### src/peint_pkg.sv
package peint_pkg;

  // ****************************************************
  // Timing
  // ****************************************************
  localparam int unsigned CLK_FREQ_HZ = 50000000;
  localparam int unsigned OPT_LOAD_TIME_US = 3000;
  localparam int unsigned OPT_LOAD_CYCLES = OPT_LOAD_TIME_US * (CLK_FREQ_HZ / 1000000);
  localparam int unsigned PU_DELAY_TIME_US = 200;
  localparam int unsigned PU_DELAY_CYCLES = PU_DELAY_TIME_US * (CLK_FREQ_HZ / 1000000);
  localparam int unsigned RES_HOLD_TIME_US = 200;
  localparam int unsigned FILT_DIV_CYCLES = 16;

  // ****************************************************
  // Vectors and reset values
  // ****************************************************
  localparam logic [7:0] VEC_IRQ0 = 8'h03;
  localparam logic [7:0] VEC_IRQ1 = 8'h0b;
  localparam logic [7:0] VEC_IRQ2 = 8'h13;
  localparam logic [7:0] VEC_IRQ3 = 8'h1b;
  localparam logic [15:0] PC_RESET = 16'h0000;
  localparam logic [7:0] PORT_RST = 8'h00;

  // ****************************************************
  // Types
  // ****************************************************
  typedef enum logic [1:0] {TRIG_RISE, TRIG_FALL, TRIG_HIGH, TRIG_LOW} peint_lvl_trig_t;
  typedef enum logic [1:0] {EDGE_RISE, EDGE_FALL, EDGE_BOTH, EDGE_NONE} peint_edge_trig_t;

  typedef struct packed {
    logic [7:0] out;
    logic [7:0] oe;
    logic [7:0] pu;
  } peint_pins8_t;

  typedef struct packed {
    logic [3:0] out;
    logic [3:0] oe;
    logic [3:0] pu;
  } peint_pins4_t;

  typedef struct packed {
    logic [7:0] cmosA;
    logic [7:0] cmosB;
  } peint_opt_t;

endpackage

### src/peint_port.sv
`timescale 1ns/100ps
// Notes on behaviour
// - Port A direction set per nibble
// - Port B per-bit direction, switchable pull-up
// - Port D per-bit direction, bit0 pull-up stage
// - Port A/B output form per bit from stored options
// - Port A: open-drain no pull, or CMOS+pull
// - Port B software pull-up in both forms
// - Share A4-7 analog, B0-3 serial, B5-6 PWM
// - D0/D1 are irq zero/one and wake-up
// - D2/D3 are irq two/three, timer events
// - Irq three noise filtered before use
// - Irq zero edge or level, vector 03
// - Irq one edge or level, vector 0b
// - Irq two/three edges only, vectors 13/1b
// - Options load within 3 ms after reset
// - Program starts at zero after loading
// - Drivers off during and at reset release
// - Port A CMOS pull-up delayed after reset
// - Open-drain port A readable in output mode
module peint_port
  import peint_pkg::*;
#(
  parameter int unsigned OPT_LOAD_CYC = OPT_LOAD_CYCLES,
  parameter int unsigned PU_DELAY_CYC = PU_DELAY_CYCLES,
  parameter int unsigned FILT_DIV = FILT_DIV_CYCLES
)(
  input wire logic core_clk,
  input wire logic rstn,
  input wire peint_opt_t optData,
  input wire logic [1:0] dirANibble,
  input wire logic [7:0] outA,
  input wire logic [7:0] dirB,
  input wire logic [7:0] outB,
  input wire logic [7:0] puB,
  input wire logic [3:0] dirD,
  input wire logic [3:0] outD,
  input wire logic [3:0] puD,
  input wire logic [7:0] pinAIn,
  input wire logic [7:0] pinBIn,
  input wire logic [3:0] pinDIn,
  input wire logic [1:0] twoWireSdaOut,
  input wire logic [1:0] twoWireSclOut,
  input wire logic [1:0] twoWireEn,
  input wire logic [1:0] pulseOut,
  input wire logic [1:0] pulseEn,
  input wire logic [1:0] trigZero,
  input wire logic [1:0] trigOne,
  input wire logic [1:0] trigTwo,
  input wire logic [1:0] trigThree,
  input wire logic [3:0] irqClear,
  output peint_pins8_t portAPins,
  output peint_pins8_t portBPins,
  output peint_pins4_t portDPins,
  output logic [7:0] readA,
  output logic [7:0] readB,
  output logic [3:0] readD,
  output logic [3:0] analogIn,
  output logic [1:0] twoWireSdaIn,
  output logic [1:0] twoWireSclIn,
  output logic [3:0] irqPending,
  output logic [7:0] irqVector,
  output logic wakeUp,
  output logic [1:0] timerZeroEventIn,
  output logic cpuRun,
  output logic [15:0] pcStart
);

  // ****************************************************
  // Reset sequencing
  // ****************************************************
  typedef enum logic [1:0] {ST_LOAD, ST_PUWAIT, ST_RUN} peint_seq_t;
  peint_seq_t seq_q;
  logic [31:0] seqCnt_q;
  peint_opt_t opt_q;
  logic optDone;
  logic puAllow;
  assign optDone = (seq_q != ST_LOAD);
  assign puAllow = (seq_q == ST_RUN);

  always_ff @(posedge core_clk)
  begin
    if (!rstn)
    begin
      seq_q <= ST_LOAD;
      seqCnt_q <= 32'h0;
      opt_q <= '0;
    end
    else
    begin
      case (seq_q)
        ST_LOAD:
        begin
          seqCnt_q <= seqCnt_q + 32'h1;
          if (seqCnt_q == 32'(OPT_LOAD_CYC - 1))
          begin
            opt_q <= optData;
            seqCnt_q <= 32'h0;
            seq_q <= ST_PUWAIT;
          end
        end
        ST_PUWAIT:
        begin
          seqCnt_q <= seqCnt_q + 32'h1;
          if (seqCnt_q == 32'(PU_DELAY_CYC - 1))
            seq_q <= ST_RUN;
        end
        ST_RUN: seq_q <= ST_RUN;
        default: seq_q <= ST_LOAD;
      endcase
    end
  end

  // ****************************************************
  // Pin drive
  // ****************************************************
  // Open-drain bits only pull low, so enable tracks a low data bit
  logic [7:0] dirAW, oeA, drvB, oeB, muxB;
  logic [3:0] oeD;
  assign dirAW = {{4{dirANibble[1]}}, {4{dirANibble[0]}}};
  assign oeA = optDone ? (dirAW & (opt_q.cmosA | ~outA)) : 8'h00;
  assign muxB[0] = twoWireEn[0] ? twoWireSdaOut[0] : outB[0];
  assign muxB[1] = twoWireEn[0] ? twoWireSclOut[0] : outB[1];
  assign muxB[2] = twoWireEn[1] ? twoWireSdaOut[1] : outB[2];
  assign muxB[3] = twoWireEn[1] ? twoWireSclOut[1] : outB[3];
  assign muxB[4] = outB[4];
  assign muxB[5] = pulseEn[0] ? pulseOut[0] : outB[5];
  assign muxB[6] = pulseEn[1] ? pulseOut[1] : outB[6];
  assign muxB[7] = outB[7];
  assign drvB = dirB | {1'b0, pulseEn, 1'b0, {2{twoWireEn[1]}}, {2{twoWireEn[0]}}};
  assign oeB = optDone ? (drvB & (opt_q.cmosB | ~muxB)) : 8'h00;
  // D0 is a pull-up stage: drives low actively, high only via pull-up
  assign oeD = optDone ? (dirD & {3'b111, ~outD[0]}) : 4'h0;

  always_ff @(posedge core_clk)
  begin
    if (!rstn)
    begin
      portAPins <= '0;
      portBPins <= '0;
      portDPins <= '0;
    end
    else
    begin
      portAPins.out <= outA;
      portAPins.oe <= oeA;
      portAPins.pu <= puAllow ? (opt_q.cmosA & ~dirAW) : 8'h00;
      portBPins.out <= muxB;
      portBPins.oe <= oeB;
      portBPins.pu <= optDone ? (puB & ~drvB) : 8'h00;
      portDPins.out <= outD;
      portDPins.oe <= oeD;
      portDPins.pu <= optDone ? (puD & ~dirD | {3'b000, dirD[0] & outD[0]}) : 4'h0;
    end
  end

  // ****************************************************
  // Read back and shared inputs
  // ****************************************************
  // Port A CMOS outputs read the latch; open-drain reads the pin level
  logic [7:0] readAD;
  assign readAD = (dirAW & opt_q.cmosA & outA) | (~(dirAW & opt_q.cmosA) & pinAIn);

  // ****************************************************
  // Irq three noise filter
  // ****************************************************
  // Needs three stable ticks, so pulses shorter than that are lost
  logic [15:0] divCnt_q;
  logic tick;
  logic [2:0] filtSh_q;
  logic irq3Filt_q;
  assign tick = (divCnt_q == 16'(FILT_DIV - 1));

  always_ff @(posedge core_clk)
  begin
    if (!rstn)
    begin
      divCnt_q <= 16'h0;
      filtSh_q <= 3'b000;
      irq3Filt_q <= 1'b0;
    end
    else
    begin
      divCnt_q <= tick ? 16'h0 : divCnt_q + 16'h1;
      if (tick)
      begin
        filtSh_q <= {filtSh_q[1:0], pinDIn[3]};
        if (filtSh_q == 3'b111)
          irq3Filt_q <= 1'b1;
        else if (filtSh_q == 3'b000)
          irq3Filt_q <= 1'b0;
      end
    end
  end

  // ****************************************************
  // Trigger detection
  // ****************************************************
  logic [3:0] irqIn, irqPrev_q, irqHit, rise, fall;
  assign irqIn = {irq3Filt_q, pinDIn[2:0]};
  assign rise = irqIn & ~irqPrev_q;
  assign fall = ~irqIn & irqPrev_q;

  function automatic logic lvlHit(input logic [1:0] t, input logic r, input logic f, input logic v);
    case (t)
      2'd0: lvlHit = r;
      2'd1: lvlHit = f;
      2'd2: lvlHit = v;
      default: lvlHit = ~v;
    endcase
  endfunction

  function automatic logic edgeHit(input logic [1:0] t, input logic r, input logic f);
    case (t)
      2'd0: edgeHit = r;
      2'd1: edgeHit = f;
      2'd2: edgeHit = r | f;
      default: edgeHit = 1'b0;
    endcase
  endfunction

  assign irqHit[0] = lvlHit(trigZero, rise[0], fall[0], irqIn[0]);
  assign irqHit[1] = lvlHit(trigOne, rise[1], fall[1], irqIn[1]);
  assign irqHit[2] = edgeHit(trigTwo, rise[2], fall[2]);
  assign irqHit[3] = edgeHit(trigThree, rise[3], fall[3]);

  logic [7:0] vecD;
  assign vecD = irqPending[0] ? VEC_IRQ0 : irqPending[1] ? VEC_IRQ1 :
                irqPending[2] ? VEC_IRQ2 : irqPending[3] ? VEC_IRQ3 : 8'h00;

  always_ff @(posedge core_clk)
  begin
    if (!rstn)
    begin
      irqPrev_q <= 4'h0;
      irqPending <= 4'h0;
      irqVector <= 8'h00;
      wakeUp <= 1'b0;
      timerZeroEventIn <= 2'b00;
      readA <= PORT_RST;
      readB <= PORT_RST;
      readD <= 4'h0;
      analogIn <= 4'h0;
      twoWireSdaIn <= 2'b00;
      twoWireSclIn <= 2'b00;
      cpuRun <= 1'b0;
      pcStart <= PC_RESET;
    end
    else
    begin
      irqPrev_q <= irqIn;
      irqPending <= optDone ? ((irqPending & ~irqClear) | irqHit) : 4'h0;
      irqVector <= vecD;
      wakeUp <= optDone & (irqHit[0] | irqHit[1]);
      timerZeroEventIn <= irqIn[3:2];
      readA <= readAD;
      readB <= pinBIn;
      readD <= pinDIn;
      analogIn <= pinAIn[7:4];
      twoWireSdaIn <= {pinBIn[2], pinBIn[0]};
      twoWireSclIn <= {pinBIn[3], pinBIn[1]};
      cpuRun <= optDone;
      pcStart <= PC_RESET;
    end
  end

  // ****************************************************
  // Checks
  // ****************************************************
  a_drv_off_reset: assert property (@(posedge core_clk)
    !rstn |=> portAPins.oe == 8'h00 && portBPins.oe == 8'h00 && portDPins.oe == 4'h0)
    else $error("drivers on after reset");
  a_run_after_load: assert property (@(posedge core_clk) disable iff (!rstn) cpuRun |-> $past(optDone))
    else $error("cpu ran before options loaded");
  a_pu_a_delay: assert property (@(posedge core_clk) disable iff (!rstn)
    seq_q != ST_RUN |=> portAPins.pu == 8'h00)
    else $error("port A pull-up early");
  a_nibble_dir: assert property (@(posedge core_clk) disable iff (!rstn)
    optDone && dirANibble == 2'b00 |=> portAPins.oe == 8'h00)
    else $error("port A driven in input");
  a_pend_sticky: assert property (@(posedge core_clk) disable iff (!rstn)
    irqPending[2] && !irqClear[2] && optDone |=> irqPending[2])
    else $error("pending lost");
  a_irq2_rise: assert property (@(posedge core_clk) disable iff (!rstn)
    optDone && trigTwo == 2'd0 && rise[2] |=> irqPending[2])
    else $error("irq two edge missed");
  a_irq0_low: assert property (@(posedge core_clk) disable iff (!rstn)
    optDone && trigZero == 2'd3 && !irqIn[0] |=> irqPending[0])
    else $error("irq zero level missed");
  a_vec_one: assert property (@(posedge core_clk) disable iff (!rstn)
    irqPending == 4'b0010 |=> irqVector == VEC_IRQ1)
    else $error("irq one vector wrong");
  a_pwm_mux: assert property (@(posedge core_clk) disable iff (!rstn)
    pulseEn[0] |=> portBPins.out[5] == $past(pulseOut[0]))
    else $error("pwm not on B5");
  a_filter_hold: assert property (@(posedge core_clk) disable iff (!rstn) !tick |=> $stable(irq3Filt_q))
    else $error("filter moved off tick");
  c_load_done: cover property (@(posedge core_clk) disable iff (!rstn) $rose(cpuRun));
  c_irq3_hit: cover property (@(posedge core_clk) disable iff (!rstn) irqHit[3]);
  c_wake: cover property (@(posedge core_clk) disable iff (!rstn) wakeUp);

endmodule

### config.mk
export PLATFORM = sky130hd
export DESIGN_NAME = peint_port
export DESIGN_NICKNAME = d
export VERILOG_FILES = /design/src/peint_pkg.sv /design/src/peint_port.sv
export SDC_FILE = /design/constraint.sdc
export NUM_CORES = 1
export LEC_CHECK = 0
export ABC_AREA = 1
export CAP_MARGIN = 20
export CORE_ASPECT_RATIO = 1.75
export CORE_MARGIN = 1.5
export CORE_UTILIZATION = 35
export CTS_CLUSTER_DIAMETER = 60
export DETAILED_ROUTE_END_ITERATION = 6
export DONT_BUFFER_PORTS = 1
export GPL_ROUTABILITY_DRIVEN = 1
export HOLD_SLACK_MARGIN = 0.1
export PLACE_DENSITY = 0.55
export SETUP_SLACK_MARGIN = 0.4
export SLEW_MARGIN = 20
export SYNTH_ARGS = -nofsm -noshare
export SYNTH_HDL_FRONTEND = slang
export SYNTH_SLANG_ARGS = --single-unit
export TNS_END_PERCENT = 30
### constraint.sdc
create_clock -name core_clk -period 4.4 [get_ports core_clk]
set_input_delay 0.44 -clock core_clk [delete_from_list [all_inputs] [get_ports core_clk]]
set_output_delay 0.44 -clock core_clk [all_outputs]
set_load 0.005 [all_outputs]
# Word level (Yosys, flattened, before mapping)
# Cells that the tools add are included.
# totals
input_bits,106
out_inout_bits,120
regBits,178
# op_classes
n_addsub,2
muxes,21
n_bitwise,36
n_eq_ne,16
n_reduce_logical,18
# ops
op,count
32-bit one-hot mux with 2 select lines,1
8-bit bitwise AND,7
8-bit NOT,5
"32-bit by 1-bit adder with 32-bit output, second input constant",1
"32-bit by 14-bit == test with 1-bit output, second input constant",1
"32-bit by 18-bit == test with 1-bit output, second input constant",1
32-bit 2-to-1 mux,1
8-bit bitwise OR,3
4-bit bitwise AND,5
"16-bit by 1-bit adder with 16-bit output, second input constant",1
"16-bit by 4-bit == test with 1-bit output, second input constant",1
4-bit NOT,4
1-bit one-hot mux with 3 select lines,4
"2-bit by 1-bit == test with 1-bit output, second input constant",5
"2-bit == test, second input constant",5
2-bit zero test,5
5-bit 2-to-1 mux,2
2-bit AND reduction,5
1-bit 2-to-1 mux,8
8-bit by 7-bit bitwise OR with 8-bit output,1
2-bit 2-to-1 mux,3
2-bit one-hot mux with 3 select lines,1
2-bit nonzero test,3
4-bit 2-to-1 mux,1
11 further kinds,19

# Longest topological paths before layout
# depth
depth_word,5
mapped_depth,12

# Worst setup path before layout
# No wires, ideal clock.
# synth_path
path_kind,register to register
start,register seqCnt_q[0]
end,register seqCnt_q[0]
slack_ps,2759
setup_ps,115
stages_incl_launch_ff,12
required_time_ps,4285
period_less_slack_ps,1641
t_arrival_ps,1525
path_cell_list,dfxtp_1 ha_1 inv_1 nor2_1 nand3_1 nor2_1 nand2_1 nand2_1 nand2_1 buf_2 o21ai_0 inv_1
# synth_via
elab_chain_len,3
# synth_lines
element,line,source
from (decl),peint_port.sv:74,logic [31:0] seqCnt_q;
from (signal assigned),peint_port.sv:94,seqCnt_q <= seqCnt_q + 32'h1;
from (signal assigned),peint_port.sv:104,seqCnt_q <= seqCnt_q + 32'h1;
32-bit by 1-bit adder with 32-bit output or 32-bit by 18-bit == test with 1-bit output (tied branches),"peint_port.sv:94, peint_port.sv:104, peint_port.sv:95",
32-bit 2-to-1 mux,peint_port.sv:95,if (seqCnt_q == 32'(OPT_LOAD_CYC - 1))
32-bit one-hot mux with 2 select lines (*),peint_port.sv:91,case (seq_q)
# Mark *: on every way between the ends. The rest lies on a longest branch, timed or not.
# A chain may end at the register's enable or synchronous reset.

# Final worst setup path
# layout_path
start,register seq_q[0]
end,register irqPending[3]
# layout_via
elab_chain_len,2
# layout_lines
element,line,source
from (decl),peint_port.sv:73,peint_seq_t seq_q;
from (signal assigned),peint_port.sv:85,seq_q <= ST_LOAD;
from (signal assigned),peint_port.sv:99,seq_q <= ST_PUWAIT;
from (signal assigned),peint_port.sv:106,seq_q <= ST_RUN;
2-bit nonzero test,peint_port.sv:78,assign optDone = (seq_q != ST_LOAD);
2-bit AND reduction (no line),--,
to (signal assigned),peint_port.sv:252,irqPending <= optDone ? ((irqPending & ~irqClear) | irqHit) : 4'h0;
to (decl),peint_port.sv:61,"output logic [3:0] irqPending,"
# Every way passes these cells.

==> flow_summary.toml <==
[sta]
tightest_slew_ns = 0.752
setup_ws_ns = 2.06
fmax_ghz = 0.428
setup_tns_ns = 0
rsz0062_at_grt = "false"
finalHoldViolCount = 0
slew_headroom_pct = 49.8
setup_viol = 0
skew_ns = 0.0124
report.final.slew_viol_count = 0
finalCriticalPeriod_ns = 2.34
post-route-period-util_pct = 53.1

[routing]
drc = 0
num_vias = 6088
dr.pass1.iters = 4
ant_nets = 0
drt-initial-drc-count = 369
routedWlPerCell_um = 14.9
vias_per_cell = 4.83
drt_wl_total_um = 18800

[placed_design]
preCtsSetupSlack_ns = 1.57
io_buffer_count = 0
gp_congestion = 0.818
hpwl_um = 14000

[clock_network]
clkTransAtPathRegs_ns = 0.07
postCtsSetupBuffers = 0
worstSkewPairLatency_ns = 0.42
cts_sinks = 164
ctsHoldBuffers = 22
clock_path_buffers = 2
cts_tree = "built"
cts-root-buf = "clkbuf_16"
ctsResizeCount = 0
cts-htree-levels = 4
cts_made_buffers = 17

[grt]
grt_pass1_wl_um = 29800
grt_max_degree = 55
grt_pass1_vias = 5945
track_usage_pct = 17.8
grt-ovfl-total = 0
antenna_found_initial = 0

[final_layout]
layout.nets = 1117
num_antenna_cells = 0
syn2layout_area_growth_pct = 12.6
drive_gt1_share_pct = 4.93

[synth]
syn-cell-area_um2 = 7100
seq_area_frac_synth_pct = 46.2
ys_seq_elements = 164
yosysUniqueCellTypes = 37
syn_avg_cell_area_um2 = 7.13
synth_warnings = 0
netlist_instances = 996
synth-main-ff-cell = "dfxtp_1"
synthArstFlopShare_pct = 0
synth_edf_count = 0

[worst_setup_path]
rr_worst_depth = 5
end_kind = "flip-flop"
arrival_ns = 2.66
max_stage_delay_ns = 0.68
crit_chain = "inv_1, ha_1, nor2_2, clkinv_1, a31oi_1"
worstPathRequired_ns = 4.73
start_kind = "flip-flop"
path_class = "flip-flop to flip-flop"
path_max_fanout = 19
cpMaxStageDelayCell = "clkinv_1"

[floorplan]
start_util_pct = 35.8
pin_count = 226
die_h_um = 191
die_area_um2 = 21200
dieWidth_um = 111
num_rows = 68
core-area_um2 = 19800

[power_and_ir_drop]
powerDensity_nw_per_um2 = 398
total_power_mw = 3.19
max-vdd-ir-drop_uv = 379
p_leak_nw = 3.28

[min_path]
hold_class = "input pin to flip-flop"
holdPathStages = 2

[status]
outcome = "finished, final reports clean"

[flow_run]
max_cap_violations = 0
-- worst max-delay path: cells and delay by family, from the launching register on --
kind                       cells  cell delay, ns
adders and majority gates      1            0.25
DFF                            1            0.35
buffers and inverters          2            0.75
and+or+nand+nor                1            0.55
AOI/OAI and AO/OA              1            0.34
-- cells in the mapped netlist (all sizes together), types with 16 or more instances --
master / instances / area share [%]
xor2: 16 / 2.0
clkbuf: 19 / 1.0
o21ai: 33 / 2.3
inv: 117 / 6.2
nor2: 155 / 8.5
dfxtp: 164 / 46
nor4: 17 / 1.5
buf: 37 / 3.5
nand2: 271 / 14
nor3: 17 / 1.4
a21oi: 62 / 4.4
nand3: 44 / 3.4
-- metal layers --
layer	vias to the layer above	track usage (%)	part of all wire [%]
li1	3082	-	-
met1	2750	15.9	34
met2	219	36.8	58
met3	37	3.65	4.0
met4	0	8.73	3.6
met5	-	0	0
-- worst paths after layout --
path                          startpoint  slack, ns                       end
setup reg to reg   seq_q[0]$_SDFFE_PN0P_       2.06  irqPending[3]$_SDFF_PN0_
hold reg to reg   divCnt_q[0]$_SDFF_PP0_       0.45    divCnt_q[0]$_SDFF_PP0_
hold / removal                   outB[4]       0.12  portBPins[20]$_SDFF_PN0_
setup / recovery   seq_q[0]$_SDFFE_PN0P_       2.06  irqPending[3]$_SDFF_PN0_
-- area by class of cell --
cell class,instances,area (um2)
flip-flops and latches,164,3280
clock buffers,18,429
multi-input cells,676,3130
clock inverters,14,169
well taps,245,307
fillers,2084,11800
inverters,119,447
repair buffers,24,235
-- registers in the layout (all words and copies together), names as in the netlist, 4 cells and up --
register    count
seqCnt_q       32
portAPins      24
portBPins      24
divCnt_q       16
opt_q          16
portDPins      12
readA           8
readB           8
analogIn        4
irqPending      4
readD           4
-- where the power goes --
part	total (mW)	internal, mW	switching (mW)
clock network	1.50	0.854	0.645
logic	0.138	0.0467	0.0911
registers	1.55	1.52	0.0264
-- stage by stage --
step	std cells	util [%]	cell area, um2	hold WS [ns]
floorplan	1015	-	7170	0.418
global placement	1206	36.2	7170	0.438
detailed placement	1206	36.2	7170	0.441
CTS	1260	40.3	7990	0.101
global route	1260	40.3	8000	0.102
finish	1260	40.3	8000	0.116
-- cell usage in the layout (no fill, tap or decap), drive strengths merged --
master       instances
o211ai               4
inv                123
nand2              271
dfxtp              164
clkbuf              18
o21ai               33
bufinv               2
conb                20
a31oi                3
a21oi               62
mux2i                6
buf                  2
nor2               155
o21a                 1
xor2                16
dlygate4sd3         22
o31ai                2
nand3               44
nand4               11
clkinvlp             2
clkinv               6
nor3                17
nor4                17
xnor2                3
ha                   9
or2                  2
-- logic make-up after synthesis --
| family | count (synthesis) | share of synthesized area, % |
|---|---|---|
| compound gates | 105 | 7.75 |
| fa+ha+maj | 9 | 1.59 |
| mux | 6 | 0.846 |
| buf+inv | 175 | 10.8 |
| xor+xnor | 19 | 2.34 |
| other cells | 1 | 0.0528 |
| flops | 164 | 46.2 |
| simple gates | 517 | 30.4 |
No activity file was read; power rests on OpenSTA's default activity.
